==> src/shared/wdsup_pkg.sv <==
// ****************************************************************
// Window watchdog supervisor constants and types
// ****************************************************************
package wdsup_pkg;
  // Clock rate
  localparam longint unsigned CLK_KHZ = 40000;
  // Nominal window lengths per strap level, centre of each range
  localparam longint unsigned WIN_GND_US = 40000;
  localparam longint unsigned WIN_VCC_US = 600000;
  localparam longint unsigned WIN_OPEN_US = 6000000;
  // Width of the low pulse on the watchdog reset output
  localparam longint unsigned WDR_US = 2000;
  // Trigger glitch filter time
  localparam longint unsigned FILT_NS = 1000;
  localparam int WIN_W = 28;
  localparam int CNT_W = WIN_W + 1;
  localparam longint unsigned WIN_GND_CYC_DEF = WIN_GND_US * CLK_KHZ / 1000;
  localparam longint unsigned WIN_VCC_CYC_DEF = WIN_VCC_US * CLK_KHZ / 1000;
  localparam longint unsigned WIN_OPEN_CYC_DEF = WIN_OPEN_US * CLK_KHZ / 1000;
  localparam longint unsigned WDR_CYC_DEF = WDR_US * CLK_KHZ / 1000;
  localparam int FILT_W = 8;
  localparam logic [FILT_W-1:0] FILT_CYC = FILT_W'((FILT_NS * CLK_KHZ + 999999) / 1000000);
  // Strap settling after reset release
  localparam logic [1:0] STRAP_WAIT = 2'h2;
  // Window select codes of the sensed strap level
  localparam logic [1:0] WSEL_GND = 2'h0;
  localparam logic [1:0] WSEL_VCC = 2'h1;
  localparam logic [1:0] WSEL_OPEN = 2'h2;
  // Serial frame and register map
  localparam logic [4:0] FRAME_BITS = 5'h10;
  localparam logic [6:0] TRIG_ADDR = 7'h15;
  localparam logic [7:0] TRIG_KEY = 8'hff;
  localparam logic [6:0] CFG_ADDR = 7'h1a;
  localparam int CFG_RSTWD_BIT = 0;
  localparam int CFG_WSEL_LSB = 1;
  localparam logic [2:0] CFG_RESET = 3'h0;

  // Operating mode of the surrounding device
  typedef enum logic [2:0] {
    MODE_SLEEP, MODE_RESTART, MODE_STANDBY, MODE_NORMAL, MODE_FAST
  } wdsup_mode_e;

  // Watchdog states
  typedef enum logic [2:0] {
    WD_OFF, WD_INIT, WD_CLOSED, WD_OPEN, WD_FAULT
  } wdsup_state_e;

  // One serial frame, first bit shifted in is addr[6]
  typedef struct packed {
    logic [6:0] addr;
    logic wr;
    logic [7:0] data;
  } wdsup_frame_s;
endpackage : wdsup_pkg

==> src/wdsup_top.sv <==
`timescale 1ns/1ps
// Contract
// RL1: Capture control strap after reset; low selects pin control, else serial control.
// RL2: Pin control takes window length from the window strap level.
// RL3: Pin control uses trigger pin transitions as refresh, expected in open window.
// RL4: Watchdog error drives the watchdog reset output low.
// RL5: Serial control refreshes on writing ff to trigger register 15h.
// RL6: Host refreshes inside the window of every period.
// RL7: Serial control may turn system reset output into the watchdog event output.
// RL8: Entering standby, normal or fast starts an extended initial window.
// RL9: Pin control holds system reset high while supply good and not restarting.
// RL10: Serial control configures reset output behaviour through register writes.
// RL11: Strap levels give roughly 40 ms, 600 ms and 6 s windows.
// RL12: Closed and open halves each take half of the window.
// RL13: Either trigger edge refreshes after a glitch filter.
// RL14: Trigger in closed half or none by end of open half is an error.
module wdsup_top import wdsup_pkg::*; #(
  parameter logic [WIN_W-1:0] WIN_GND_CYC = WIN_W'(WIN_GND_CYC_DEF),
  parameter logic [WIN_W-1:0] WIN_VCC_CYC = WIN_W'(WIN_VCC_CYC_DEF),
  parameter logic [WIN_W-1:0] WIN_OPEN_CYC = WIN_W'(WIN_OPEN_CYC_DEF),
  parameter logic [CNT_W-1:0] WDR_CYC = CNT_W'(WDR_CYC_DEF)
) (
  // Clock and reset
  input logic clk,
  input logic reset_n,
  // Straps, supply and device mode
  input logic chip_select_bar,
  input logic [1:0] window_select_strap,
  input logic vcc_above_uv,
  input wdsup_mode_e op_mode,
  // Trigger pin and serial clock
  input logic refresh_trigger_input,
  input logic spi_clk,
  // Outputs
  output logic watchdog_reset_out_n,
  output logic system_reset_out_n,
  output logic spi_control
);
  // ****************************************************************
  // Reset release and input synchronisers
  // ****************************************************************
  logic [1:0] rst_pipe;
  logic rst_n;
  logic s_csb, s_trig, s_sclk, s_uv;
  logic [1:0] s_wsel;

  // Reset asserts at once and releases after two edges
  always_ff @(posedge clk or negedge reset_n) begin
    if (!reset_n) begin
      rst_pipe <= 2'h0;
    end else begin
      rst_pipe <= {rst_pipe[0], 1'b1};
    end
  end
  assign rst_n = rst_pipe[1];

  wdsup_sync #(.W(6)) u_sync (
    .clk(clk),
    .rst_n(rst_n),
    .async_in({chip_select_bar, window_select_strap, refresh_trigger_input, spi_clk, vcc_above_uv}),
    .sync_out({s_csb, s_wsel, s_trig, s_sclk, s_uv})
  );

  // ****************************************************************
  // Strap capture, trigger filter and serial receiver
  // ****************************************************************
  logic [1:0] strap_cnt, next_strap_cnt;
  logic strap_done, next_strap_done, spi_ctl, next_spi_ctl;
  logic filt_lvl, next_filt_lvl, pin_refresh;
  logic [FILT_W-1:0] filt_cnt, next_filt_cnt;
  logic sclk_q, next_sclk_q, frame_vld, next_frame_vld;
  logic [4:0] bit_cnt, next_bit_cnt;
  logic [15:0] shreg, next_shreg;
  logic [2:0] cfg, next_cfg;
  logic spi_refresh, cfg_wr;
  wdsup_frame_s frame;

  assign frame = wdsup_frame_s'(shreg);
  assign spi_refresh = frame_vld && spi_ctl && frame.wr && frame.addr == TRIG_ADDR
                       && frame.data == TRIG_KEY; // [RL5]
  assign cfg_wr = frame_vld && spi_ctl && frame.wr && frame.addr == CFG_ADDR;
  assign pin_refresh = strap_done && !spi_ctl && s_trig != filt_lvl && filt_cnt == FILT_CYC - 8'h1; // [RL3] [RL13]

  // Next values of strap, filter and serial state
  always_comb begin
    next_strap_cnt = strap_cnt;
    next_strap_done = strap_done;
    next_spi_ctl = spi_ctl;
    next_filt_lvl = filt_lvl;
    next_filt_cnt = filt_cnt;
    next_sclk_q = s_sclk;
    next_bit_cnt = bit_cnt;
    next_shreg = shreg;
    next_frame_vld = 1'b0;
    next_cfg = cfg;
    if (!strap_done) begin
      if (strap_cnt == STRAP_WAIT) begin
        next_strap_done = 1'b1;
        next_spi_ctl = s_csb; // [RL1]
      end else begin
        next_strap_cnt = strap_cnt + 2'h1;
      end
    end
    if (s_trig == filt_lvl) begin
      next_filt_cnt = '0;
    end else if (filt_cnt == FILT_CYC - 8'h1) begin
      next_filt_lvl = s_trig; // [RL13]
      next_filt_cnt = '0;
    end else begin
      next_filt_cnt = filt_cnt + 8'h1;
    end
    if (s_csb || !spi_ctl) begin
      next_bit_cnt = 5'h0;
    end else if (s_sclk && !sclk_q && bit_cnt < FRAME_BITS) begin
      next_shreg = {shreg[14:0], s_trig};
      next_bit_cnt = bit_cnt + 5'h1;
      next_frame_vld = bit_cnt == FRAME_BITS - 5'h1;
    end
    if (cfg_wr) begin
      next_cfg = frame.data[2:0]; // [RL10]
    end
  end

  // Register strap, filter and serial state
  always_ff @(posedge clk or negedge rst_n) begin
    if (!rst_n) begin
      strap_cnt <= 2'h0;
      strap_done <= 1'b0;
      spi_ctl <= 1'b0;
      filt_lvl <= 1'b0;
      filt_cnt <= '0;
      sclk_q <= 1'b0;
      bit_cnt <= 5'h0;
      shreg <= 16'h0;
      frame_vld <= 1'b0;
      cfg <= CFG_RESET;
    end else begin
      strap_cnt <= next_strap_cnt;
      strap_done <= next_strap_done;
      spi_ctl <= next_spi_ctl;
      filt_lvl <= next_filt_lvl;
      filt_cnt <= next_filt_cnt;
      sclk_q <= next_sclk_q;
      bit_cnt <= next_bit_cnt;
      shreg <= next_shreg;
      frame_vld <= next_frame_vld;
      cfg <= next_cfg;
    end
  end

  // ****************************************************************
  // Window timer
  // ****************************************************************
  wdsup_state_e state, next_state;
  logic [CNT_W-1:0] cnt, next_cnt, init_end, half_end;
  logic [WIN_W-1:0] win;
  logic [1:0] wsel_code;
  logic active, refresh, rst_as_wd, next_wdr_n, next_sys_n;

  assign rst_as_wd = cfg[CFG_RSTWD_BIT];
  assign wsel_code = spi_ctl ? cfg[CFG_WSEL_LSB +: 2] : s_wsel; // [RL2]
  assign active = strap_done && (op_mode == MODE_STANDBY || op_mode == MODE_NORMAL || op_mode == MODE_FAST);
  assign refresh = spi_ctl ? spi_refresh : pin_refresh;
  assign init_end = {win, 1'b0} - 29'h1; // [RL8]
  assign half_end = {1'b0, win >> 1} - 29'h1; // [RL12]

  // Window length from the selected range
  always_comb begin
    case (wsel_code)
      WSEL_GND: win = WIN_GND_CYC; // [RL11]
      WSEL_VCC: win = WIN_VCC_CYC; // [RL11]
      default: win = WIN_OPEN_CYC; // [RL11]
    endcase
  end

  // Next window state and output levels
  always_comb begin
    next_state = state;
    next_cnt = cnt + 29'h1;
    case (state)
      WD_OFF: begin
        next_cnt = '0;
        next_state = WD_INIT; // [RL8]
      end
      WD_INIT: begin
        if (refresh) begin
          next_state = WD_CLOSED;
          next_cnt = '0;
        end else if (cnt == init_end) begin
          next_state = WD_FAULT;
          next_cnt = '0;
        end
      end
      WD_CLOSED: begin
        if (refresh) begin
          next_state = WD_FAULT; // [RL14]
          next_cnt = '0;
        end else if (cnt == half_end) begin
          next_state = WD_OPEN; // [RL12]
          next_cnt = '0;
        end
      end
      WD_OPEN: begin
        if (refresh) begin
          next_state = WD_CLOSED; // [RL3] [RL5]
          next_cnt = '0;
        end else if (cnt == half_end) begin
          next_state = WD_FAULT; // [RL14]
          next_cnt = '0;
        end
      end
      WD_FAULT: begin
        if (cnt == WDR_CYC - 29'h1) begin
          next_state = WD_INIT;
          next_cnt = '0;
        end
      end
      default: begin
        next_state = WD_OFF;
        next_cnt = '0;
      end
    endcase
    if (!active) begin
      next_state = WD_OFF;
      next_cnt = '0;
    end
    next_wdr_n = next_state != WD_FAULT; // [RL4]
    if (spi_ctl && rst_as_wd) begin
      next_sys_n = next_state != WD_FAULT; // [RL7]
    end else begin
      next_sys_n = strap_done && s_uv && op_mode != MODE_RESTART; // [RL9]
    end
  end

  // Register window state and outputs
  always_ff @(posedge clk or negedge rst_n) begin
    if (!rst_n) begin
      state <= WD_OFF;
      cnt <= '0;
      watchdog_reset_out_n <= 1'b1;
      system_reset_out_n <= 1'b0;
    end else begin
      state <= next_state;
      cnt <= next_cnt;
      watchdog_reset_out_n <= next_wdr_n;
      system_reset_out_n <= next_sys_n;
    end
  end
  assign spi_control = spi_ctl;
endmodule : wdsup_top

==> src/wdsup_sync.sv <==
`timescale 1ns/1ps
// ****************************************************************
// Two flip-flop synchroniser
// ****************************************************************
module wdsup_sync #(
  parameter int W = 1
) (
  // Clock and reset
  input logic clk,
  input logic rst_n,
  // Asynchronous inputs and synchronised copies
  input logic [W-1:0] async_in,
  output logic [W-1:0] sync_out
);
  logic [W-1:0] stage1;

  // First stage feeds only the second
  always_ff @(posedge clk or negedge rst_n) begin
    if (!rst_n) begin
      stage1 <= '0;
      sync_out <= '0;
    end else begin
      stage1 <= async_in;
      sync_out <= stage1;
    end
  end
endmodule : wdsup_sync

==> config.mk <==
export PLATFORM = sky130hd
export DESIGN_NAME = wdsup_top
export DESIGN_NICKNAME = d
export VERILOG_FILES = /design/src/shared/wdsup_pkg.sv /design/src/wdsup_top.sv /design/src/wdsup_sync.sv
export SDC_FILE = /design/constraint.sdc
export NUM_CORES = 1
export LEC_CHECK = 0
export ABC_AREA = 1
export BUFFER_PORTS_ARGS = -buffer_cell sky130_fd_sc_hd__buf_2
export CORE_UTILIZATION = 40
export DETAILED_ROUTE_END_ITERATION = 7
export GPL_ROUTABILITY_DRIVEN = 0
export REMOVE_ABC_BUFFERS = 1
export SLEW_MARGIN = 0
export SYNTH_ARGS = -nofsm -noshare
export SYNTH_HDL_FRONTEND = slang
export SYNTH_SLANG_ARGS = --single-unit
export TNS_END_PERCENT = 5
==> constraint.sdc <==
create_clock -name clk -period 3.12 [get_ports clk]
set_input_delay 0.624 -clock clk [delete_from_list [all_inputs] [get_ports clk]]
set_output_delay 0.624 -clock clk [all_outputs]
set_load 0.01 [all_outputs]
=== Word-level counts from Yosys, hierarchy flattened ===
Index checks and enable logic that the tools add are counted.

* Register bits after elaboration: 87
* Output and inout bits: 3
* Logic and storage cells: 104

* Add/sub/neg operators: 6
* Order comparisons: 1
* Equal/unequal tests: 21
* Muxes and demuxes: 28
* Bitwise operators: 4
* Reduce and logical (&&, ||, !) cells: 27

{| class="wikitable"
|+ Operators by type and width
! cell !! number
|-
| $mux W29 || 6
|-
| $pmux W29 S3 || 1
|-
| $eq A29 B29 Y1 || 2
|-
| $pmux W28 S2 || 1
|-
| $add A29 B1 Y29 const B || 1
|-
| $eq A29 B17 Y1 const B || 1
|-
| $sub A29 B1 Y29 const B || 1
|-
| $sub A27 B1 Y28 const B || 1
|-
| $mux W3 || 8
|-
| $mux W8 || 2
|-
| $pmux W3 S5 || 1
|-
| $eq A7 B5 Y1 const B || 2
|-
| $logic_and A1 B1 Y1 || 14
|-
| $eq A3 B2 Y1 const B || 4
|-
| $mux W5 || 2
|-
| $add A8 B1 Y8 const B || 1
|-
| $eq A8 B6 Y1 const B || 1
|-
| $eq A8 B8 Y1 const B || 1
|-
| $reduce_and A2 Y1 || 4
|-
| $eq A3 B3 Y1 const B || 2
|-
| $mux W1 || 6
|-
| $add A5 B1 Y5 const B || 1
|-
| $eq A5 B4 Y1 const B || 1
|-
| $lt A5 B5 Y1 const B || 1
|-
| other kinds (16) || 22
|}

=== Logic depth before layout (Yosys ltp) ===
* Word-level depth: 11
* Gate-level depth with buffers: 15
* Gate-level depth less buffers: 14

=== Hierarchy ===
Synthesis repeated with hierarchy kept, for this count alone.

* Cell total of the unflattened synthesis: 649
* Area, all modules: 4725.8 µm²

{| class="wikitable"
|+ Modules (own cells, without submodules)
! module !! instances !! cells each !! area each (µm²)
|-
| wdsup_top || 1 || 637 || 4425.5
|-
| wdsup_sync || 1 || 12 || 300.3
|}

=== Worst setup path before layout ===
No wires, ideal clock.

* Path kind: register to register
* Start: register cnt[0]
* End: register cnt[19]
* Setup time: 0.113 ns
* Arrival: 1.739 ns
* Required time: 3.007 ns
* Setup slack: 1.268 ns
* Stages on the path, launching flop included: 16
* Path buffers: 1
* Period minus slack after synthesis: 1.852 ns
* Path through: dfrtp_1 -> ha_1 -> nand2_1 -> nor2_2 -> nand2_2 -> clkinv_2 -> nand2_1 -> nor2_1 -> nand2_1 -> nor2_2 -> nand2_2 -> nand2_2 -> nand3_4 -> buf_6 -> nand2_1 -> inv_1

* Longest elaborated chain between the ends: 5
* Elaborated cells between the ends (all ways): 11

{| class="wikitable"
|+ RTL lines
! element !! RTL line !! text
|-
| start, declared || wdsup_top.sv:155 || <nowiki>logic [CNT_W-1:0] cnt, next_cnt, init_end, half_end;</nowiki>
|-
| start signal, assigned || wdsup_top.sv:244 || <nowiki>cnt <= next_cnt;</nowiki>
|-
| $add A29 B1 Y29 (tied with other cells) || wdsup_top.sv:179 || <nowiki>next_cnt = cnt + 29'h1;</nowiki>
|-
| $mux W29 (on tied branches) || wdsup_top.sv:198, wdsup_top.sv:207, wdsup_top.sv:189 ||
|-
| $mux W29 (on tied branches) || wdsup_top.sv:195, wdsup_top.sv:186 ||
|-
| $pmux W29 S3 * || wdsup_top.sv:180 || <nowiki>case (state)</nowiki>
|-
| $mux W29 * || wdsup_top.sv:223 || <nowiki>if (!active) begin</nowiki>
|-
| net next_cnt[19] || wdsup_top.sv:155 ||
|}

The timed path passes the listed nets; every way through them passes the cells marked *.
A chain may end at the register's enable or synchronous reset.

=== Worst setup path in the final report ===
* Start: register cnt[0]
* End: register cnt[28]

Same word-level chain as after synthesis.

==> impl_metrics.toml <==
[run_status]
status = "finished clean"

[detailed_routing]
viasPerCell = 4.87
vias = 3958
routed_wirelength_um = 10100
drt_pre_antenna_iters = 5
drc = 0
drtAntennaViolNets = 0
drt_iter0_markers = 228
post_drt_wl_per_cell_um = 12.5

[critical_path]
r2r_setup_slack_ns = 0.79
critPathLaunchType = "flop"
rr_worst_depth = 14
slowest_delay_ns = 0.37
r2r-start = "cnt[0]"
worst-setup-path-type = "reg2reg"
critical_path_required_ns = 3.35
cp-end-kind = "flop"
arrival_ns = 2.56
r2r_end = "cnt[28]"
worstPathMaxFanout = 26
cp_cell_sequence = "ha_1 > nand2_1 > nor2_2 > nand2_2 > clkinv_2 > nand2_1 > nor2_1 > nand2_1 > nor2_2 > nand2_2 > nand2_2 > nand3_4 > nand2_1 > nor2_1"
crit_family = "simple AND/OR/NAND/NOR gates"
path_common_cell = "nand2_1"
slowest_stage = "dfrtp_1"
cp_num_buf_inv = 1
crit_cells = 14

[finish]
layout-drive-gt1-share_pct = 8.52
num_antenna_cells = 0
syn_to_final_growth_pct = 11.4
nets = 680
finalInstanceArea_sq_mm = 0.00526
stdcell_count = 812

[synthesis]
synth_area_sq_mm = 0.00472
avgSynthCellArea_sq_um = 7.31
syn_inst = 645
ys_types = 32
synth_top_family_by_area = "simple AND/OR/NAND/NOR gates"
synth-xor-area-share_pct = 3.16
synth_adder_area_share_pct = 1.33
synthMuxAreaShare_pct = 0
synthSimpleGateAreaFrac_pct = 33.4
seq_area_frac_synth_pct = 46.2
synth-seq-cells = 87
yosys_warnings = 0
synth-compound-area-share_pct = 6.39

[placement]
io_buffers = 13
dp_hpwl_um = 7550
place_area_sq_mm = 0.00494
placed_cells = 796

[timing]
fmax_ghz = 0.430
tns_ns = 0
slew_headroom_pct = 27.3
hold_viol_final = 0
worst_slew_pin_slew_ns = 1.09
rsz0062_at_grt = "false"
setup_viol = 0
fin_skew_ns = 0.00950
period_needed_ns = 2.33
fin_crit_sh_pct = 74.6
fin_hold_ws_ns = 0.0590
drv_slew = 0

[clock_network]
cts_inserted_buffers = 9
ctsHoldBuffers = 0
cts_resized = 0
max-clock-path-buffers = 2
clk_pin_slew_ns = 0.06
post_cts_buffers = 0
root_buffer = "clkbuf_16"
clk_latency_ns = 0.35
clock-sinks = 87
cts_tree = "yes"
ctsHtreeMaxLevel = 3

[die]
die_x_um = 111
core_area_sq_mm = 0.0115
dieHeight_um = 111
num_rows = 39
pin_count = 14
initial_utilization_pct = 41.1
dieArea_sq_mm = 0.0122

[global_routing]
grt_max_degree = 86
antenna_found_initial = 0
first_global_vias = 3816
grt_pass1_wl_um = 17700
track_usage_pct = 18.1
grt_overflow = 0

[pwr]
p_leak_nw = 2.68
p_per_area_mw_per_mm2 = 485
ir_worst_vdd_mv = 0.604

[flow_run]
drv_cap = 0

[hold_path]
hold_path_class = "in2async"
[power by group]
group / internal, W / total [W] / switching (W)
clock network: 0.000672 / 0.00112 / 0.000448
registers: 0.00120 / 0.00126 / 0.0000627
logic: 0.0000594 / 0.000172 / 0.000113
total: 0.00193 / 0.00255 / 0.000623
[sequential cells by signal, summed over array words and instances, names as in the netlist]
name                  flops
strap_cnt                 2
filt_cnt                  8
system_reset_out_n        1
u_sync.sync_out           6
rst_pipe                  2
frame                    16
frame_vld                 1
bit_cnt                   5
cnt                      29
cfg                       3
filt_lvl                  1
watchdog_reset_out_n      1
spi_control               1
strap_done                1
sclk_q                    1
u_sync.stage1             6
state                     3
[placed cells by master, fill, tap and decap left out, drive strengths merged]
cell type and n:
nand2 177, inv 109, nor2 99, dfrtp 86, nand3 52, o21ai 31
a21oi 20, buf 15, nor3 14, xor2 12, nand4 11, clkbuf 11
xnor2 5, ha 5, o21a 3, nor4 3, clkinv 3, nand3b 2
or2 2, and3 2, o2111ai 1, a31o 1, nor3b 1, a31oi 1
bufinv 1, conb 1, dfstp 1
[final cells by class]
class / instances / area, sq um
clock buffer: 11 / 253
timing repair buffer: 15 / 80.1
clock inverter: 5 / 63.8
multi-input combinational: 443 / 2090
sequential: 87 / 2180
tap: 143 / 179
fill: 1144 / 6210
inverter: 108 / 407
[metal layers]
layer / up-vias / routed length (um) / global-route usage, %
li1: 2040 / - / -
met1: 1832 / 4820 / 23.6
met2: 71 / 4690 / 29.2
met3: 15 / 456 / 4.39
met4: 0 / 179 / 6.49
met5: - / 0 / 0
[kinds of logic (layout without fill, tap and decap cells)]
group | count (synthesis) | after routing
buffers and inverters | 115 | 139
xor gates and xnor gates | 17 | 17
AOI/OAI and AO/OA | 57 | 57
other | 1 | 1
DFF | 87 | 87
adders and majority gates | 5 | 5
and+or+nand+nor | 363 | 363
[cells in the mapped netlist]
master     number  area (sq um)
a21oi_1        20           100
a31o_2          1          8.76
a31oi_1         1          6.26
and3_1          2          12.5
buf_6           2          22.5
clkbuf_1        5          18.8
clkinv_2        1          5.00
conb_1          1          3.75
dfrtp_1        86          2150
dfstp_2         1          26.3
ha_1            5          62.6
inv_1         105           394
inv_2           2          7.51
nand2_1       167           627
nand2_2         8          50.1
nand2_4         2          22.5
nand3_1        48           240
nand3_2         3          30.0
nand3_4         1          17.5
nand3b_1        2          15.0
nand4_1        11          68.8
nor2_1         95           357
nor2_2          4          25.0
nor3_1         14          70.1
nor3b_1         1          7.51
nor4_1          3          18.8
o2111ai_1       1          8.76
o21a_1          3          22.5
o21ai_0        31           155
or2_2           2          12.5
xnor2_1         5          43.8
xor2_1         12           105
[stage by stage]
stage	setup WS, ns	util [%]	total power, W
after CTS	0.737	45.8	0.00259
after global routing	0.485	45.8	0.00267
final	0.792	45.8	0.00255
after detailed placement	0.771	43.1	0.00146
after global placement	0.799	43.1	0.00145
after floorplan	0.519	-	0.00139
[how the worst max path moves through the flow]
stage | startpoint | end | slack (ns)
after global placement | cnt[0] | cnt[0] | 0.80
after floorplan | rst_pipe[1] | bit_cnt[0] | 0.52
final | cnt[0] | cnt[28] | 0.79
after global routing | cnt[0] | cnt[28] | 0.48
after CTS | cnt[0] | cnt[28] | 0.74
after detailed placement | cnt[0] | cnt[0] | 0.77
Note: power is estimated with default switching activity, not from simulation.
